## src/hw/acp_pkg.sv

```systemverilog
// Overview of operation
// six-bit channel code picks converter input; unlisted codes are reserved
// writing one to run bit starts conversion; it reads one until done; code clears it on a control write with run bit zero unless a trigger edge sets it
// enable bit zero holds converter off; one enables it
// justify one: right-justified, upper six zero; zero: left-justified, lower six zero
// clock code 111/011 picks rc clock, others divide device clock 2..64
// reference code 11 fixed, 10 external pin, 00 supply, 01 reserved
// four-bit trigger code picks auto-conversion source; unlisted codes reserved
// result held in 16 bits, high and low bytes at consecutive addresses
// pump mode 11 keeps pump enabled always
// pump mode 10 enables pump while supply below threshold
// pump mode 01 enables pump while converter on and supply below threshold
// pump mode resets to 00; cleared mode disables pump
// threshold bit reads one when supply above threshold
// ready bit reads one only after pump has settled
// rising edge of chosen trigger sets run bit by hardware
// on completion clear run bit, set done flag, load result
// bits 3 and 2 of format register ignore writes, read zero
package acp_pkg;
   // ------------------------------------------------------------
   // register indices, byte address is four times the index
   // ------------------------------------------------------------
   localparam logic [7:0] IDX_PUMP   = 8'h9A;
   localparam logic [7:0] IDX_RES_LO = 8'h9B;
   localparam logic [7:0] IDX_RES_HI = 8'h9C;
   localparam logic [7:0] IDX_CTRL0  = 8'h9D;
   localparam logic [7:0] IDX_CTRL1  = 8'h9E;
   localparam logic [7:0] IDX_TRIG   = 8'h9F;
   localparam logic [7:0] IDX_STAT   = 8'hA0;
   localparam logic [7:0] IDX_MASK   = 8'hA1;
   // ------------------------------------------------------------
   // field positions, masks and reset values
   // ------------------------------------------------------------
   localparam int         CH_LSB     = 2;
   localparam int         GO_BIT     = 1;
   localparam int         ON_BIT     = 0;
   localparam int         JUST_BIT   = 7;
   localparam int         CLK_LSB    = 4;
   localparam int         PUMP_LSB   = 6;
   localparam int         THR_BIT    = 1;
   localparam int         RDY_BIT    = 0;
   localparam logic [7:0] CTRL1_WMSK = 8'hF3;
   localparam logic [7:0] CTRL0_RST  = 8'h00;
   localparam logic [7:0] CTRL1_RST  = 8'h00;
   localparam logic [3:0] TRIG_RST   = 4'h0;
   localparam logic [15:0] RES_RST   = 16'h0000;
   localparam logic [1:0] PUMP_RST   = 2'h0;
   // ------------------------------------------------------------
   // codes
   // ------------------------------------------------------------
   localparam logic [5:0] CH_PORTA0  = 6'h00;
   localparam logic [5:0] CH_GROUND  = 6'h1B;
   localparam logic [5:0] CH_FIXREF1 = 6'h1E;
   localparam logic [2:0] CLK_RC_A   = 3'h7;
   localparam logic [2:0] CLK_RC_B   = 3'h3;
   localparam logic [1:0] REF_RSVD   = 2'h1;
   localparam logic [3:0] TRIG_PIN   = 4'h1;
   localparam logic [3:0] TRIG_HIRD  = 4'hD;
   localparam logic [1:0] PUMP_OFF   = 2'h0;
   localparam logic [1:0] PUMP_ANA   = 2'h1;
   localparam logic [1:0] PUMP_AUTO  = 2'h2;
   localparam logic [1:0] PUMP_ON    = 2'h3;
   localparam int         IRQ_DONE   = 0;
   localparam int         IRQ_RDY    = 1;
   localparam int         IRQ_W      = 2;
   // ------------------------------------------------------------
   // timing
   // ------------------------------------------------------------
   localparam int         CLK_NS     = 5;
   localparam int         SETTLE_NS  = 10000;
   localparam int         SETTLE_CYC = (SETTLE_NS + CLK_NS - 1) / CLK_NS;
endpackage : acp_pkg

```

## src/hw/acp_clkdiv.sv

```systemverilog
`timescale 1ns/10ps
module acp_clkdiv #(
   parameter int CNT_W = 6
) (
   // clock and reset
   input  wire logic       clk_i,
   input  wire logic       rst_i,
   // selection
   input  wire logic [2:0] code_i,
   input  wire logic       rc_lvl_i,
   output logic            conv_clk_o
);
   import acp_pkg::*;

   logic [CNT_W-1:0] cnt_reg;
   logic [CNT_W-1:0] half;
   logic             use_rc;
   logic             wrap;

   // half period in device clocks for each divided code
   function automatic logic [CNT_W-1:0] acp_half(input logic [2:0] c);
      logic [CNT_W-1:0] h;
      h = CNT_W'(1);
      case (c)
         3'h1:    h = CNT_W'(4);
         3'h2:    h = CNT_W'(16);
         3'h4:    h = CNT_W'(2);
         3'h5:    h = CNT_W'(8);
         3'h6:    h = CNT_W'(32 - 1) + CNT_W'(1);
         default: h = CNT_W'(1);
      endcase
      return h;
   endfunction : acp_half

   assign half   = acp_half(code_i);
   assign use_rc = (code_i == CLK_RC_A) || (code_i == CLK_RC_B);
   assign wrap   = (cnt_reg + CNT_W'(1)) == half;

   always_ff @(posedge clk_i) begin
      if (rst_i) begin
         cnt_reg    <= '0;
         conv_clk_o <= 1'b0;
      end else if (use_rc) begin
         cnt_reg    <= '0;
         conv_clk_o <= rc_lvl_i;
      end else begin
         cnt_reg    <= wrap ? '0 : cnt_reg + CNT_W'(1);
         conv_clk_o <= wrap ? ~conv_clk_o : conv_clk_o;
      end
   end
endmodule : acp_clkdiv

```

## src/hw/acp_sync.sv

```systemverilog
`timescale 1ns/10ps
module acp_sync #(
   parameter int W = 1
) (
   // clock and reset
   input  wire logic         clk_i,
   input  wire logic         rst_i,
   // levels
   input  wire logic [W-1:0] async_i,
   output logic      [W-1:0] sync_o
);
   logic [W-1:0] s1_reg;
   logic [W-1:0] s2_reg;
   logic [W-1:0] s3_reg;
   logic [W-1:0] agree;

   // only take a bit once stages two and three agree
   assign agree = ~(s2_reg ^ s3_reg);

   always_ff @(posedge clk_i) begin
      if (rst_i) begin
         s1_reg <= '0;
         s2_reg <= '0;
         s3_reg <= '0;
         sync_o <= '0;
      end else begin
         s1_reg <= async_i;
         s2_reg <= s1_reg;
         s3_reg <= s2_reg;
         sync_o <= (s2_reg & agree) | (sync_o & ~agree);
      end
   end
endmodule : acp_sync

```

## src/hw/acp_top.sv

```systemverilog
// The implementer's own choice: register access over Wishbone.
`timescale 1ns/10ps
module acp_top #(
   parameter int SETTLE = acp_pkg::SETTLE_CYC
) (
   // clock and reset
   input  wire logic        clk_i,
   input  wire logic        rst_i,
   // wishbone slave
   input  wire logic        wb_cyc_i,
   input  wire logic        wb_stb_i,
   input  wire logic        wb_we_i,
   input  wire logic [9:2]  wb_adr_i,
   input  wire logic [3:0]  wb_sel_i,
   input  wire logic [31:0] wb_dat_i,
   output logic      [31:0] wb_dat_o,
   output logic             wb_ack_o,
   // converter core
   output logic             conv_en_o,
   output logic             conv_start_o,
   output logic      [5:0]  conv_chan_o,
   output logic             chan_listed_o,
   output logic      [1:0]  ref_sel_o,
   output logic             conv_clk_o,
   input  wire logic        core_done_i,
   input  wire logic [9:0]  core_data_i,
   // trigger sources
   input  wire logic        trig_pin_i,
   input  wire logic [9:2]  trig_hw_i,
   // pump and clocks
   input  wire logic        supply_above_i,
   input  wire logic        rc_clk_i,
   output logic             pump_en_o,
   // interrupt
   output logic             irq_o
);
   import acp_pkg::*;

   // ------------------------------------------------------------
   // registers
   // ------------------------------------------------------------
   logic [5:0]        chan_reg;
   logic              go_reg;
   logic              on_reg;
   logic              just_reg;
   logic [2:0]        clk_sel_reg;
   logic [1:0]        ref_reg;
   logic [3:0]        trig_reg;
   logic [15:0]       res_reg;
   logic [1:0]        pmode_reg;
   logic              rdy_reg;
   logic [IRQ_W-1:0]  stat_reg;
   logic [IRQ_W-1:0]  mask_reg;
   logic              trig_prev_reg;
   logic [15:0]       settle_reg;
   logic              go_next;
   logic [IRQ_W-1:0]  stat_next;

   // ------------------------------------------------------------
   // synchronised pins
   // ------------------------------------------------------------
   logic [2:0]        pins_s;
   logic              pin_trig_s;
   logic              above_s;
   logic              rc_s;
   logic              div_clk;

   acp_sync #(
      .W (3)
   ) u_sync (
      .clk_i   (clk_i),
      .rst_i   (rst_i),
      .async_i ({rc_clk_i, supply_above_i, trig_pin_i}),
      .sync_o  (pins_s)
   );

   assign pin_trig_s = pins_s[0];
   assign above_s    = pins_s[1];
   assign rc_s       = pins_s[2];

   acp_clkdiv #(
      .CNT_W (6)
   ) u_div (
      .clk_i      (clk_i),
      .rst_i      (rst_i),
      .code_i     (clk_sel_reg),
      .rc_lvl_i   (rc_s),
      .conv_clk_o (div_clk)
   );

   // ------------------------------------------------------------
   // bus decode
   // ------------------------------------------------------------
   logic [7:0]        idx;
   logic              req;
   logic              wr;
   logic              rd;
   logic [7:0]        wd;
   logic              wr_pump;
   logic              wr_lo;
   logic              wr_hi;
   logic              wr_c0;
   logic              wr_c1;
   logic              wr_trig;
   logic              wr_mask;
   logic              rd_hi;
   logic              rd_stat;

   assign idx     = wb_adr_i;
   assign req     = wb_cyc_i && wb_stb_i && !wb_ack_o;
   assign wr      = req && wb_we_i && wb_sel_i[0];
   assign rd      = req && !wb_we_i;
   assign wd      = wb_dat_i[7:0];
   assign wr_pump = wr && (idx == IDX_PUMP);
   assign wr_lo   = wr && (idx == IDX_RES_LO);
   assign wr_hi   = wr && (idx == IDX_RES_HI);
   assign wr_c0   = wr && (idx == IDX_CTRL0);
   assign wr_c1   = wr && (idx == IDX_CTRL1);
   assign wr_trig = wr && (idx == IDX_TRIG);
   assign wr_mask = wr && (idx == IDX_MASK);
   assign rd_hi   = rd && (idx == IDX_RES_HI);
   assign rd_stat = rd && (idx == IDX_STAT);

   // ------------------------------------------------------------
   // decode helpers
   // ------------------------------------------------------------
   function automatic logic acp_chan_ok(input logic [5:0] c);
      logic ok;
      ok = 1'b0;
      case (c)
         CH_PORTA0, 6'h01, 6'h02, 6'h04, 6'h05: ok = 1'b1;
         6'h0D, 6'h0E, 6'h0F:                   ok = 1'b1;
         6'h12, 6'h13, 6'h14, 6'h15:            ok = 1'b1;
         CH_GROUND, CH_FIXREF1:                 ok = 1'b1;
         default:                               ok = 1'b0;
      endcase
      return ok;
   endfunction : acp_chan_ok

   function automatic logic acp_trig_pick(
      input logic [3:0] c,
      input logic [9:2] hw,
      input logic       pin,
      input logic       hird
   );
      logic t;
      t = 1'b0;
      case (c)
         TRIG_PIN:  t = pin;
         4'h2:      t = hw[2];
         4'h3:      t = hw[3];
         4'h4:      t = hw[4];
         4'h5:      t = hw[5];
         4'h6:      t = hw[6];
         4'h7:      t = hw[7];
         4'h8:      t = hw[8];
         4'h9:      t = hw[9];
         TRIG_HIRD: t = hird;
         default:   t = 1'b0;
      endcase
      return t;
   endfunction : acp_trig_pick

   // ------------------------------------------------------------
   // conversion control
   // ------------------------------------------------------------
   logic              trig_now;
   logic              trig_rise;
   logic              on_next;
   logic              done;
   logic              go_set;
   logic [15:0]       res_fmt;

   assign trig_now  = acp_trig_pick(trig_reg, trig_hw_i, pin_trig_s, rd_hi);
   assign trig_rise = trig_now && !trig_prev_reg;
   assign on_next   = wr_c0 ? wd[ON_BIT] : on_reg;
   assign done      = go_reg && core_done_i;
   assign go_set    = on_next && ((wr_c0 && wd[GO_BIT]) || trig_rise);
   assign res_fmt   = just_reg ? {6'h00, core_data_i}
                               : {core_data_i, 6'h00};

   always_comb begin
      go_next = go_reg;
      if (!on_next) begin
         go_next = 1'b0;
      end else if (go_set) begin
         go_next = 1'b1;
      end else if (done) begin
         go_next = 1'b0;
      end else if (wr_c0 && !wd[GO_BIT]) begin
         go_next = 1'b0;
      end
   end

   always_ff @(posedge clk_i) begin
      if (rst_i) begin
         chan_reg      <= CTRL0_RST[7:2];
         on_reg        <= CTRL0_RST[ON_BIT];
         go_reg        <= CTRL0_RST[GO_BIT];
         trig_prev_reg <= 1'b0;
      end else begin
         if (wr_c0) begin
            chan_reg <= wd[7:CH_LSB];
         end
         on_reg        <= on_next;
         go_reg        <= go_next;
         trig_prev_reg <= trig_now;
      end
   end

   always_ff @(posedge clk_i) begin
      if (rst_i) begin
         just_reg    <= CTRL1_RST[JUST_BIT];
         clk_sel_reg <= CTRL1_RST[6:CLK_LSB];
         ref_reg     <= CTRL1_RST[1:0];
         trig_reg    <= TRIG_RST;
      end else begin
         if (wr_c1) begin
            just_reg    <= wd[JUST_BIT];
            clk_sel_reg <= wd[6:CLK_LSB];
            ref_reg     <= wd[1:0];
         end
         if (wr_trig) begin
            trig_reg <= wd[3:0];
         end
      end
   end

   // hardware load wins over a software byte write
   always_ff @(posedge clk_i) begin
      if (rst_i) begin
         res_reg <= RES_RST;
      end else if (done) begin
         res_reg <= res_fmt;
      end else begin
         if (wr_lo) begin
            res_reg[7:0] <= wd;
         end
         if (wr_hi) begin
            res_reg[15:8] <= wd;
         end
      end
   end

   // ------------------------------------------------------------
   // charge pump
   // ------------------------------------------------------------
   logic              pump_want;
   logic              settled;

   assign pump_want = (pmode_reg == PUMP_ON)
                   || ((pmode_reg == PUMP_AUTO) && !above_s)
                   || ((pmode_reg == PUMP_ANA) && on_reg && !above_s);
   assign settled   = settle_reg == 16'(SETTLE - 1);

   always_ff @(posedge clk_i) begin
      if (rst_i) begin
         pmode_reg <= PUMP_RST;
      end else if (wr_pump) begin
         pmode_reg <= wd[7:PUMP_LSB];
      end
   end

   always_ff @(posedge clk_i) begin
      if (rst_i || !pump_en_o) begin
         settle_reg <= '0;
         rdy_reg    <= 1'b0;
      end else begin
         settle_reg <= settled ? settle_reg : settle_reg + 16'h0001;
         rdy_reg    <= settled;
      end
   end

   // ------------------------------------------------------------
   // interrupt status, read clears, set wins
   // ------------------------------------------------------------
   logic [IRQ_W-1:0]  ev;
   logic              rdy_rise;
   logic              rdy_prev_reg;

   assign rdy_rise = rdy_reg && !rdy_prev_reg;
   assign ev       = {rdy_rise, done};

   always_comb begin
      stat_next = rd_stat ? '0 : stat_reg;
      stat_next = stat_next | ev;
   end

   always_ff @(posedge clk_i) begin
      if (rst_i) begin
         stat_reg     <= '0;
         mask_reg     <= '0;
         rdy_prev_reg <= 1'b0;
      end else begin
         stat_reg     <= stat_next;
         rdy_prev_reg <= rdy_reg;
         if (wr_mask) begin
            mask_reg <= wd[IRQ_W-1:0];
         end
      end
   end

   // ------------------------------------------------------------
   // read mux
   // ------------------------------------------------------------
   logic [7:0]        rmux;

   always_comb begin
      rmux = 8'h00;
      case (idx)
         IDX_PUMP:   rmux = {pmode_reg, 4'h0, above_s, rdy_reg};
         IDX_RES_LO: rmux = res_reg[7:0];
         IDX_RES_HI: rmux = res_reg[15:8];
         IDX_CTRL0:  rmux = {chan_reg, go_reg, on_reg};
         IDX_CTRL1:  rmux = {just_reg, clk_sel_reg, 2'h0, ref_reg}
                          & CTRL1_WMSK;
         IDX_TRIG:   rmux = {4'h0, trig_reg};
         IDX_STAT:   rmux = {{(8 - IRQ_W){1'b0}}, stat_reg};
         IDX_MASK:   rmux = {{(8 - IRQ_W){1'b0}}, mask_reg};
         default:    rmux = 8'h00;
      endcase
   end

   // ------------------------------------------------------------
   // outputs
   // ------------------------------------------------------------
   always_ff @(posedge clk_i) begin
      if (rst_i) begin
         wb_ack_o      <= 1'b0;
         wb_dat_o      <= 32'h0000_0000;
         conv_en_o     <= 1'b0;
         conv_start_o  <= 1'b0;
         conv_chan_o   <= 6'h00;
         chan_listed_o <= 1'b0;
         ref_sel_o     <= 2'h0;
         conv_clk_o    <= 1'b0;
         pump_en_o     <= 1'b0;
         irq_o         <= 1'b0;
      end else begin
         wb_ack_o      <= req;
         wb_dat_o      <= rd ? {24'h00_0000, rmux} : 32'h0000_0000;
         conv_en_o     <= on_next;
         conv_start_o  <= go_set && (!go_reg || done);
         conv_chan_o   <= chan_reg;
         chan_listed_o <= acp_chan_ok(chan_reg);
         ref_sel_o     <= (ref_reg == REF_RSVD) ? 2'h0 : ref_reg;
         conv_clk_o    <= on_reg && div_clk;
         pump_en_o     <= pump_want;
         irq_o         <= |(stat_next & mask_reg);
      end
   end
endmodule : acp_top

```

## config.mk

```make
export PLATFORM = sky130hd
export DESIGN_NAME = acp_top
export DESIGN_NICKNAME = d
export VERILOG_FILES = /design/src/hw/acp_pkg.sv /design/src/hw/acp_clkdiv.sv /design/src/hw/acp_sync.sv /design/src/hw/acp_top.sv
export SDC_FILE = /design/constraint.sdc
export NUM_CORES = 1
export LEC_CHECK = 0
export BUFFER_PORTS_ARGS = -buffer_cell sky130_fd_sc_hd__buf_2
export CORE_MARGIN = 1
export CORE_UTILIZATION = 35
export DETAILED_ROUTE_END_ITERATION = 8
export GPL_TIMING_DRIVEN = 1
export PLACE_DENSITY_LB_ADDON = 0.08
export SLEW_MARGIN = 10
export SYNTH_ARGS = -nofsm -noshare
export SYNTH_HDL_FRONTEND = slang
export SYNTH_SLANG_ARGS = --single-unit
```

## constraint.sdc

```tcl
create_clock -name clk_i -period 3.1 [get_ports clk_i]
set_clock_uncertainty 0.1 [all_clocks]
set_input_delay 0.93 -clock clk_i [delete_from_list [all_inputs] [get_ports clk_i]]
set_output_delay 0.93 -clock clk_i [all_outputs]
set_load 0.02 [all_outputs]
```

==> results of run 1 <==
==> kinds of logic (layout without fill, tap and decap cells) <==
kind of cell / count (synthesis) / in the layout / synth area share (%)
xor gates and xnor gates: 17 / 17 / 3.22
AOI/OAI and AO/OA: 110 / 110 / 15.3
and+or+nand+nor: 225 / 225 / 24.5
muxes: 36 / 36 / 7.70
buffers and inverters: 61 / 98 / 7.45
other: 1 / 24 / 0.0772
adders and majority gates: 2 / 2 / 0.515
DFF: 100 / 100 / 41.2
==> layout make-up <==
cell class / count / area [sq um] / area share, %
clock buffer: 11 / 243 / 4.40
clock inverter: 5 / 36.3 / 0.658
inverter: 4 / 15.0 / 0.272
multi-input combinational: 414 / 2580 / 46.8
sequential: 100 / 2000 / 36.3
tap: 176 / 220 / 3.99
timing repair buffer: 78 / 420 / 7.62
==> worst paths after layout <==
check / endpoint / slack (ns) / from / cells past startpoint
hold reg to reg: u_sync.s2_reg[2]$_SDFF_PP0_ / 0.35 / u_sync.s1_reg[2]$_SDFF_PP0_ / 1
setup / recovery: u_div.conv_clk_o$_SDFFE_PP0P_ / 0.47 / u_div.cnt_reg[0]$_SDFF_PP0_ / 7
hold / removal: u_sync.s2_reg[2]$_SDFF_PP0_ / 0.35 / u_sync.s1_reg[2]$_SDFF_PP0_ / 1
setup reg to reg: u_div.conv_clk_o$_SDFFE_PP0P_ / 0.47 / u_div.cnt_reg[0]$_SDFF_PP0_ / 7
==> synthesized netlist by cell type, drive strengths merged (7+ instances only) <==
cell / n / area (sq um)
nand3: 18 / 95.1
or3: 7 / 43.8
mux2i: 34 / 340
xor2: 10 / 87.6
nor2: 64 / 240
clkbuf: 12 / 45.0
and3: 7 / 43.8
nor2b: 23 / 144
a21oi: 35 / 175
a22oi: 11 / 82.6
o21ai: 19 / 103
nand2: 55 / 214
a211oi: 14 / 110
buf: 45 / 302
xnor2: 7 / 68.8
dfxtp: 100 / 2000
nand4: 7 / 58.8
nor3: 9 / 50.1
==> per-stage QoR <==
stage	instances	total power, mW	utilization, %	hold WS, ns	setup WS [ns]
6_report	788	2.56	41.2	0.346	0.467
5_1_grt	788	2.67	41.2	0.366	0.274
4_1_cts	788	2.60	41.2	0.351	0.472
3_5_place_dp	772	1.52	39.1	0.326	0.378
3_3_place_gp	772	1.52	39.1	0.321	0.382
2_1_floorplan	575	1.48	-	0.314	0.597
==> routing by layer <==
layer | track usage [%] | part of all wire (%) | vias up
met5 | 0 | 0 | -
met4 | 4.22 | 1.1 | 0
met3 | 4.85 | 3.9 | 10
met2 | 28.5 | 46 | 88
met1 | 22.5 | 49 | 1871
li1 | - | - | 2007
==> report_power, final <==
| group | leakage (nW) | internal (mW) | switching [mW] | total, mW |
|---|---|---|---|---|
| registers | 0.807 | 1.30 | 0.0143 | 1.31 |
| logic | 1.13 | 0.0625 | 0.114 | 0.177 |
| clock network | 0.140 | 0.570 | 0.500 | 1.07 |
==> critical path, stage by stage, from the launching register on <==
cell and delay (ns):
dfxtp_1 0.59, ha_1 0.47, nand3_1 0.21, xnor2_1 0.28
nor4_2 0.09, and2_1 0.18, o2111a_1 0.24, or3_1 0.35
==> impl_metrics.tcl, run 1 <==
set metrics [dict create \
    stdcell_area_sq_um 5520 \
    seq_area_frac_synth_pct 41.2 \
    worst_ir_drop_vdd_uv 339 \
    fillers 1428 \
    synthArstFlopShare_pct 0 \
    period_needed_ns 2.63 \
    hpwl_um 8710 \
    slew_headroom_pct 55.4 \
    die_h_um 120 \
    synth.avg_cell_area_sq_um 8.80 \
    layout_commonest_cell "dfxtp_1" \
    post_dp_cell_area_sq_um 5240 \
    path_clk_slew_ns 0.07 \
    drive_above_1_share_pct 18.8 \
    path_max_fanout 11 \
    cts_made_buffers 9 \
    postCtsSetupRepairBufs 0 \
    synthFlopType "dfxtp_1" \
    cp_data_arrival_time_ns 2.76 \
    dieArea_sq_um 14300 \
    grt_start_max_net_pins 36 \
    pin_count 118 \
    cts_tree "built" \
    drt-initial-drc-count 184 \
    drc 0 \
    synth-edff-count 0 \
    gp_congestion 0.798 \
    cts_sinks 100 \
    clockBufferDepth 2 \
    max_cap_violations 0 \
    port_buffers 66 \
    final_cell_mix "dfxtp_1 (100), buf_2 (66), nor2_1 (64)" \
    avgRoutedWirePerCell_um 15.0 \
    n_antenna_cell 0 \
    worstPathRequired_ns 3.23 \
    rsz0062_at_grt "no" \
    powerDensity_nw_per_um2 464 \
    synth-seq-cells 100 \
    fmax_mhz 380 \
    finalSetupTns_ns 0 \
    grt_pass1_vias 3856 \
    p_leak_nw 2.08 \
    yosys_warnings 0 \
    cts_root_buffer "clkbuf_16" \
    grt_usage_pct 17.4 \
    slew_violations 0 \
    finalHoldViolCount 0 \
    syn_to_final_growth_pct 13.6 \
    syn_area_sq_um 4860 \
    period_share_pct 84.9 \
    final_nets 680 \
    antenna_found_initial 0 \
    vias 3976 \
    die_w_um 120 \
    worstHoldPathType "reg -> reg" \
    path_class "reg -> reg" \
    overflow 0 \
    ctsHoldBuffers 0 \
    post_cts_resize_count 0 \
    fp.coreArea_sq_um 13400 \
    cp-end-kind "register" \
    cp-start-kind "register" \
    tightest_slew_ns 0.669 \
    dr.pass1.iters 4 \
    clock_latency_ns 0.35 \
    ys_types 71 \
    htreeDepth 3 \
    grt_pass1_wl_um 19500 \
    vias_per_cell 5.05 \
    num_rows 42 \
    antenna_left 0 \
    outcome "completed" \
    start_util_pct 36.2 \
    drt-total-wl_um 11800 \
    setup_violations 0 \
    syn_inst 552 \
]
No activity file was read; power rests on OpenSTA's default activity.
==> run 2: changes to the inputs <==
--- a/config.mk
+++ b/config.mk
@@ -5,6 +5,7 @@
 export SDC_FILE = /design/constraint.sdc
 export NUM_CORES = 1
 export LEC_CHECK = 0
+export ABC_AREA = 1
 export BUFFER_PORTS_ARGS = -buffer_cell sky130_fd_sc_hd__buf_2
 export CORE_MARGIN = 1
 export CORE_UTILIZATION = 35
==> constraint.sdc (replaced) <==
create_clock -name clk_i -period 2.25 [get_ports clk_i]
set_clock_uncertainty 0.1 [all_clocks]
set_input_delay 0.675 -clock clk_i [delete_from_list [all_inputs] [get_ports clk_i]]
set_output_delay 0.675 -clock clk_i [all_outputs]
set_load 0.02 [all_outputs]
==> run 2 against run 1 <==
- clock power rose by 49%
- via count rose by 11%
- design area rose by 0.79%
- first-iteration DRC count rose by 64%
- critical path type is now in -> reg
- flip-flop and latch count did not move
- wire length rose by 5.5%
==> impl_metrics.tcl, run 2 <==
set metrics [dict create \
    outcome "completed" \
    utilization_pct 41.6 \
    antenna_found_initial 0 \
    p_leak_nw 2.29 \
    p_int_mw 2.77 \
    pin_count 118 \
    worstPathRequired_ns 2.42 \
    path_clk_slew_ns 0.07 \
    yosys_warnings 0 \
    grt_usage_pct 18.5 \
    antenna_left 0 \
    clockPowerShare_pct 43.2 \
    avgRoutedWirePerCell_um 13.7 \
    synth_area_leader_cell "dfxtp_1" \
    slew_violations 0 \
    fillers 1396 \
    synthArstFlopShare_pct 0 \
    seq_power_share_pct 49.0 \
    path_class "in -> reg" \
    start_util_pct 36.2 \
    die_h_um 119 \
    drt-initial-drc-count 301 \
    synth.avg_cell_area_sq_um 7.30 \
    drt-total-wl_um 12500 \
    clock_latency_ns 0.36 \
    ys_types 50 \
    layout_commonest_cell "dfxtp_1" \
    ctsHoldBuffers 0 \
    synthFlopType "dfxtp_1" \
    post_dp_cell_area_sq_um 5260 \
    postCtsSetupRepairBufs 0 \
    setup_violations 0 \
    yosys.cell_count.top_type "dfxtp_1" \
    cts_made_buffers 9 \
    vias_per_cell 4.83 \
    finalSetupTns_ns 0 \
    n_antenna_cell 0 \
    swShare_pct 24.5 \
    syn_area_sq_um 4830 \
    finalHoldViolCount 0 \
    rsz0062_at_grt "no" \
    synthTopCellsByArea "dfxtp_1 (41%), nand2_1 (7.0%), nand3_1 (6.9%)" \
    overflow 0 \
    stdcell_area_sq_um 5560 \
    pre_cts_ws_ns 0.0743 \
    hpwl_um 9430 \
    syn_inst 661 \
    synth_common_cells "dfxtp_1 (100), nand2_1 (90), inv_1 (81)" \
    num_rows 42 \
    vias 4403 \
    hold_ws_ns 0.304 \
    grt_start_max_net_pins 30 \
    worst_ir_drop_vdd_uv 491 \
    cp_data_arrival_time_ns 1.99 \
    drc 0 \
    cts_sinks 100 \
    fmax_mhz 549 \
    post_cts_resize_count 0 \
    worstHoldPathType "reg -> reg" \
    fp.coreArea_sq_um 13300 \
    switching_power_mw 0.899 \
    gp_congestion 0.815 \
    grt_pass1_wl_um 20400 \
    cp-end-kind "register" \
    powerDensity_nw_per_um2 661 \
    final_cell_mix "dfxtp_1 (100), nand2_1 (90), inv_1 (81)" \
    cts_root_buffer "clkbuf_16" \
    cts_tree "built" \
    synth-seq-cells 100 \
    period_needed_ns 1.82 \
    layout_setup_ws_ns 0.427 \
    synth-edff-count 0 \
    dieArea_sq_um 14300 \
    htreeDepth 3 \
    cp-start-kind "primary input" \
    power_frac_comb_pct 7.8 \
    period_share_pct 81.0 \
    max_cap_violations 0 \
    syn_to_final_growth_pct 15.2 \
    seq_area_frac_synth_pct 41.5 \
    final_nets 804 \
    port_buffers 66 \
    clockBufferDepth 2 \
    dr.pass1.iters 5 \
    drive_above_1_share_pct 18.2 \
    synth_top_area_share_pct 41.5 \
    grt_pass1_vias 4107 \
    path_max_fanout 7 \
    die_w_um 119 \
]
[run 2: path summary, 6_finish.rpt]
kind	from	to	slack [ns]	cells after the start
hold reg to reg	u_sync.s1_reg[0]$_SDFF_PP0_	u_sync.s2_reg[0]$_SDFF_PP0_	0.30	2
setup reg to reg	settle_reg[0]$_SDFFE_PP0N_	settle_reg[14]$_SDFFE_PP0N_	0.46	8
setup / recovery	wb_adr_i[2]	wb_dat_o[2]$_SDFF_PP0_	0.43	10
hold / removal	u_sync.s1_reg[0]$_SDFF_PP0_	u_sync.s2_reg[0]$_SDFF_PP0_	0.30	2
[run 2: cell type report]
| cell class | instances | area (sq um) | area share (%) |
|---|---|---|---|
| multi-input cells | 452 | 2280 | 41.0 |
| flip-flops and latches | 100 | 2000 | 36.0 |
| repair buffers | 75 | 398 | 7.16 |
| inverters | 93 | 354 | 6.37 |
| clock buffers | 11 | 243 | 4.37 |
| well taps | 176 | 220 | 3.96 |
| clock inverters | 5 | 61.3 | 1.10 |
[run 2: cell families (layout without fill, tap and decap cells)]
| family | count (synthesis) | count (layout) | share of synthesized area, % |
|---|---|---|---|
| simple gates | 272 | 272 | 27.0 |
| compound gates | 153 | 153 | 17.7 |
| buf+inv | 132 | 184 | 13.1 |
| flops | 100 | 100 | 41.5 |
| fa+ha+maj | 2 | 2 | 0.518 |
| other cells | 1 | 24 | 0.0777 |
| xor+xnor | 1 | 1 | 0.181 |
[run 2: worst max-delay path, stage by stage]
cell     delay [ns]
buf_2          0.12
inv_1          0.13
nand2_1        0.10
nor2_2         0.14
inv_1          0.09
nor2_4         0.22
nand2_1        0.10
o21ai_0        0.10
a21oi_1        0.11
a21oi_1        0.20
[run 2: power by group through the flow]
stage | combinational (mW) | clock (mW) | sequential (mW)
after floorplan | 0.203 | 0 | 1.85
after global placement | 0.280 | 0 | 1.84
after detailed placement | 0.284 | 0 | 1.84
after CTS | 0.286 | 1.63 | 1.80
after global routing | 0.322 | 1.70 | 1.80
final | 0.286 | 1.59 | 1.80
[run 2: routing by layer]
| layer | global-route usage, % | vias to the layer above | share of wire (%) |
|---|---|---|---|
| li1 | - | 2268 | - |
| met1 | 25.8 | 2012 | 50 |
| met2 | 28.0 | 112 | 43 |
| met3 | 4.74 | 11 | 5.7 |
| met4 | 5.08 | 0 | 1.2 |
| met5 | 0 | - | 0 |
[run 2: metrics by stage]
stage                     power, mW  std cells
after floorplan                2.05        684
after global placement         2.12        896
after detailed placement       2.12        896
after CTS                      3.72        912
after global routing           3.82        912
final                          3.67        912
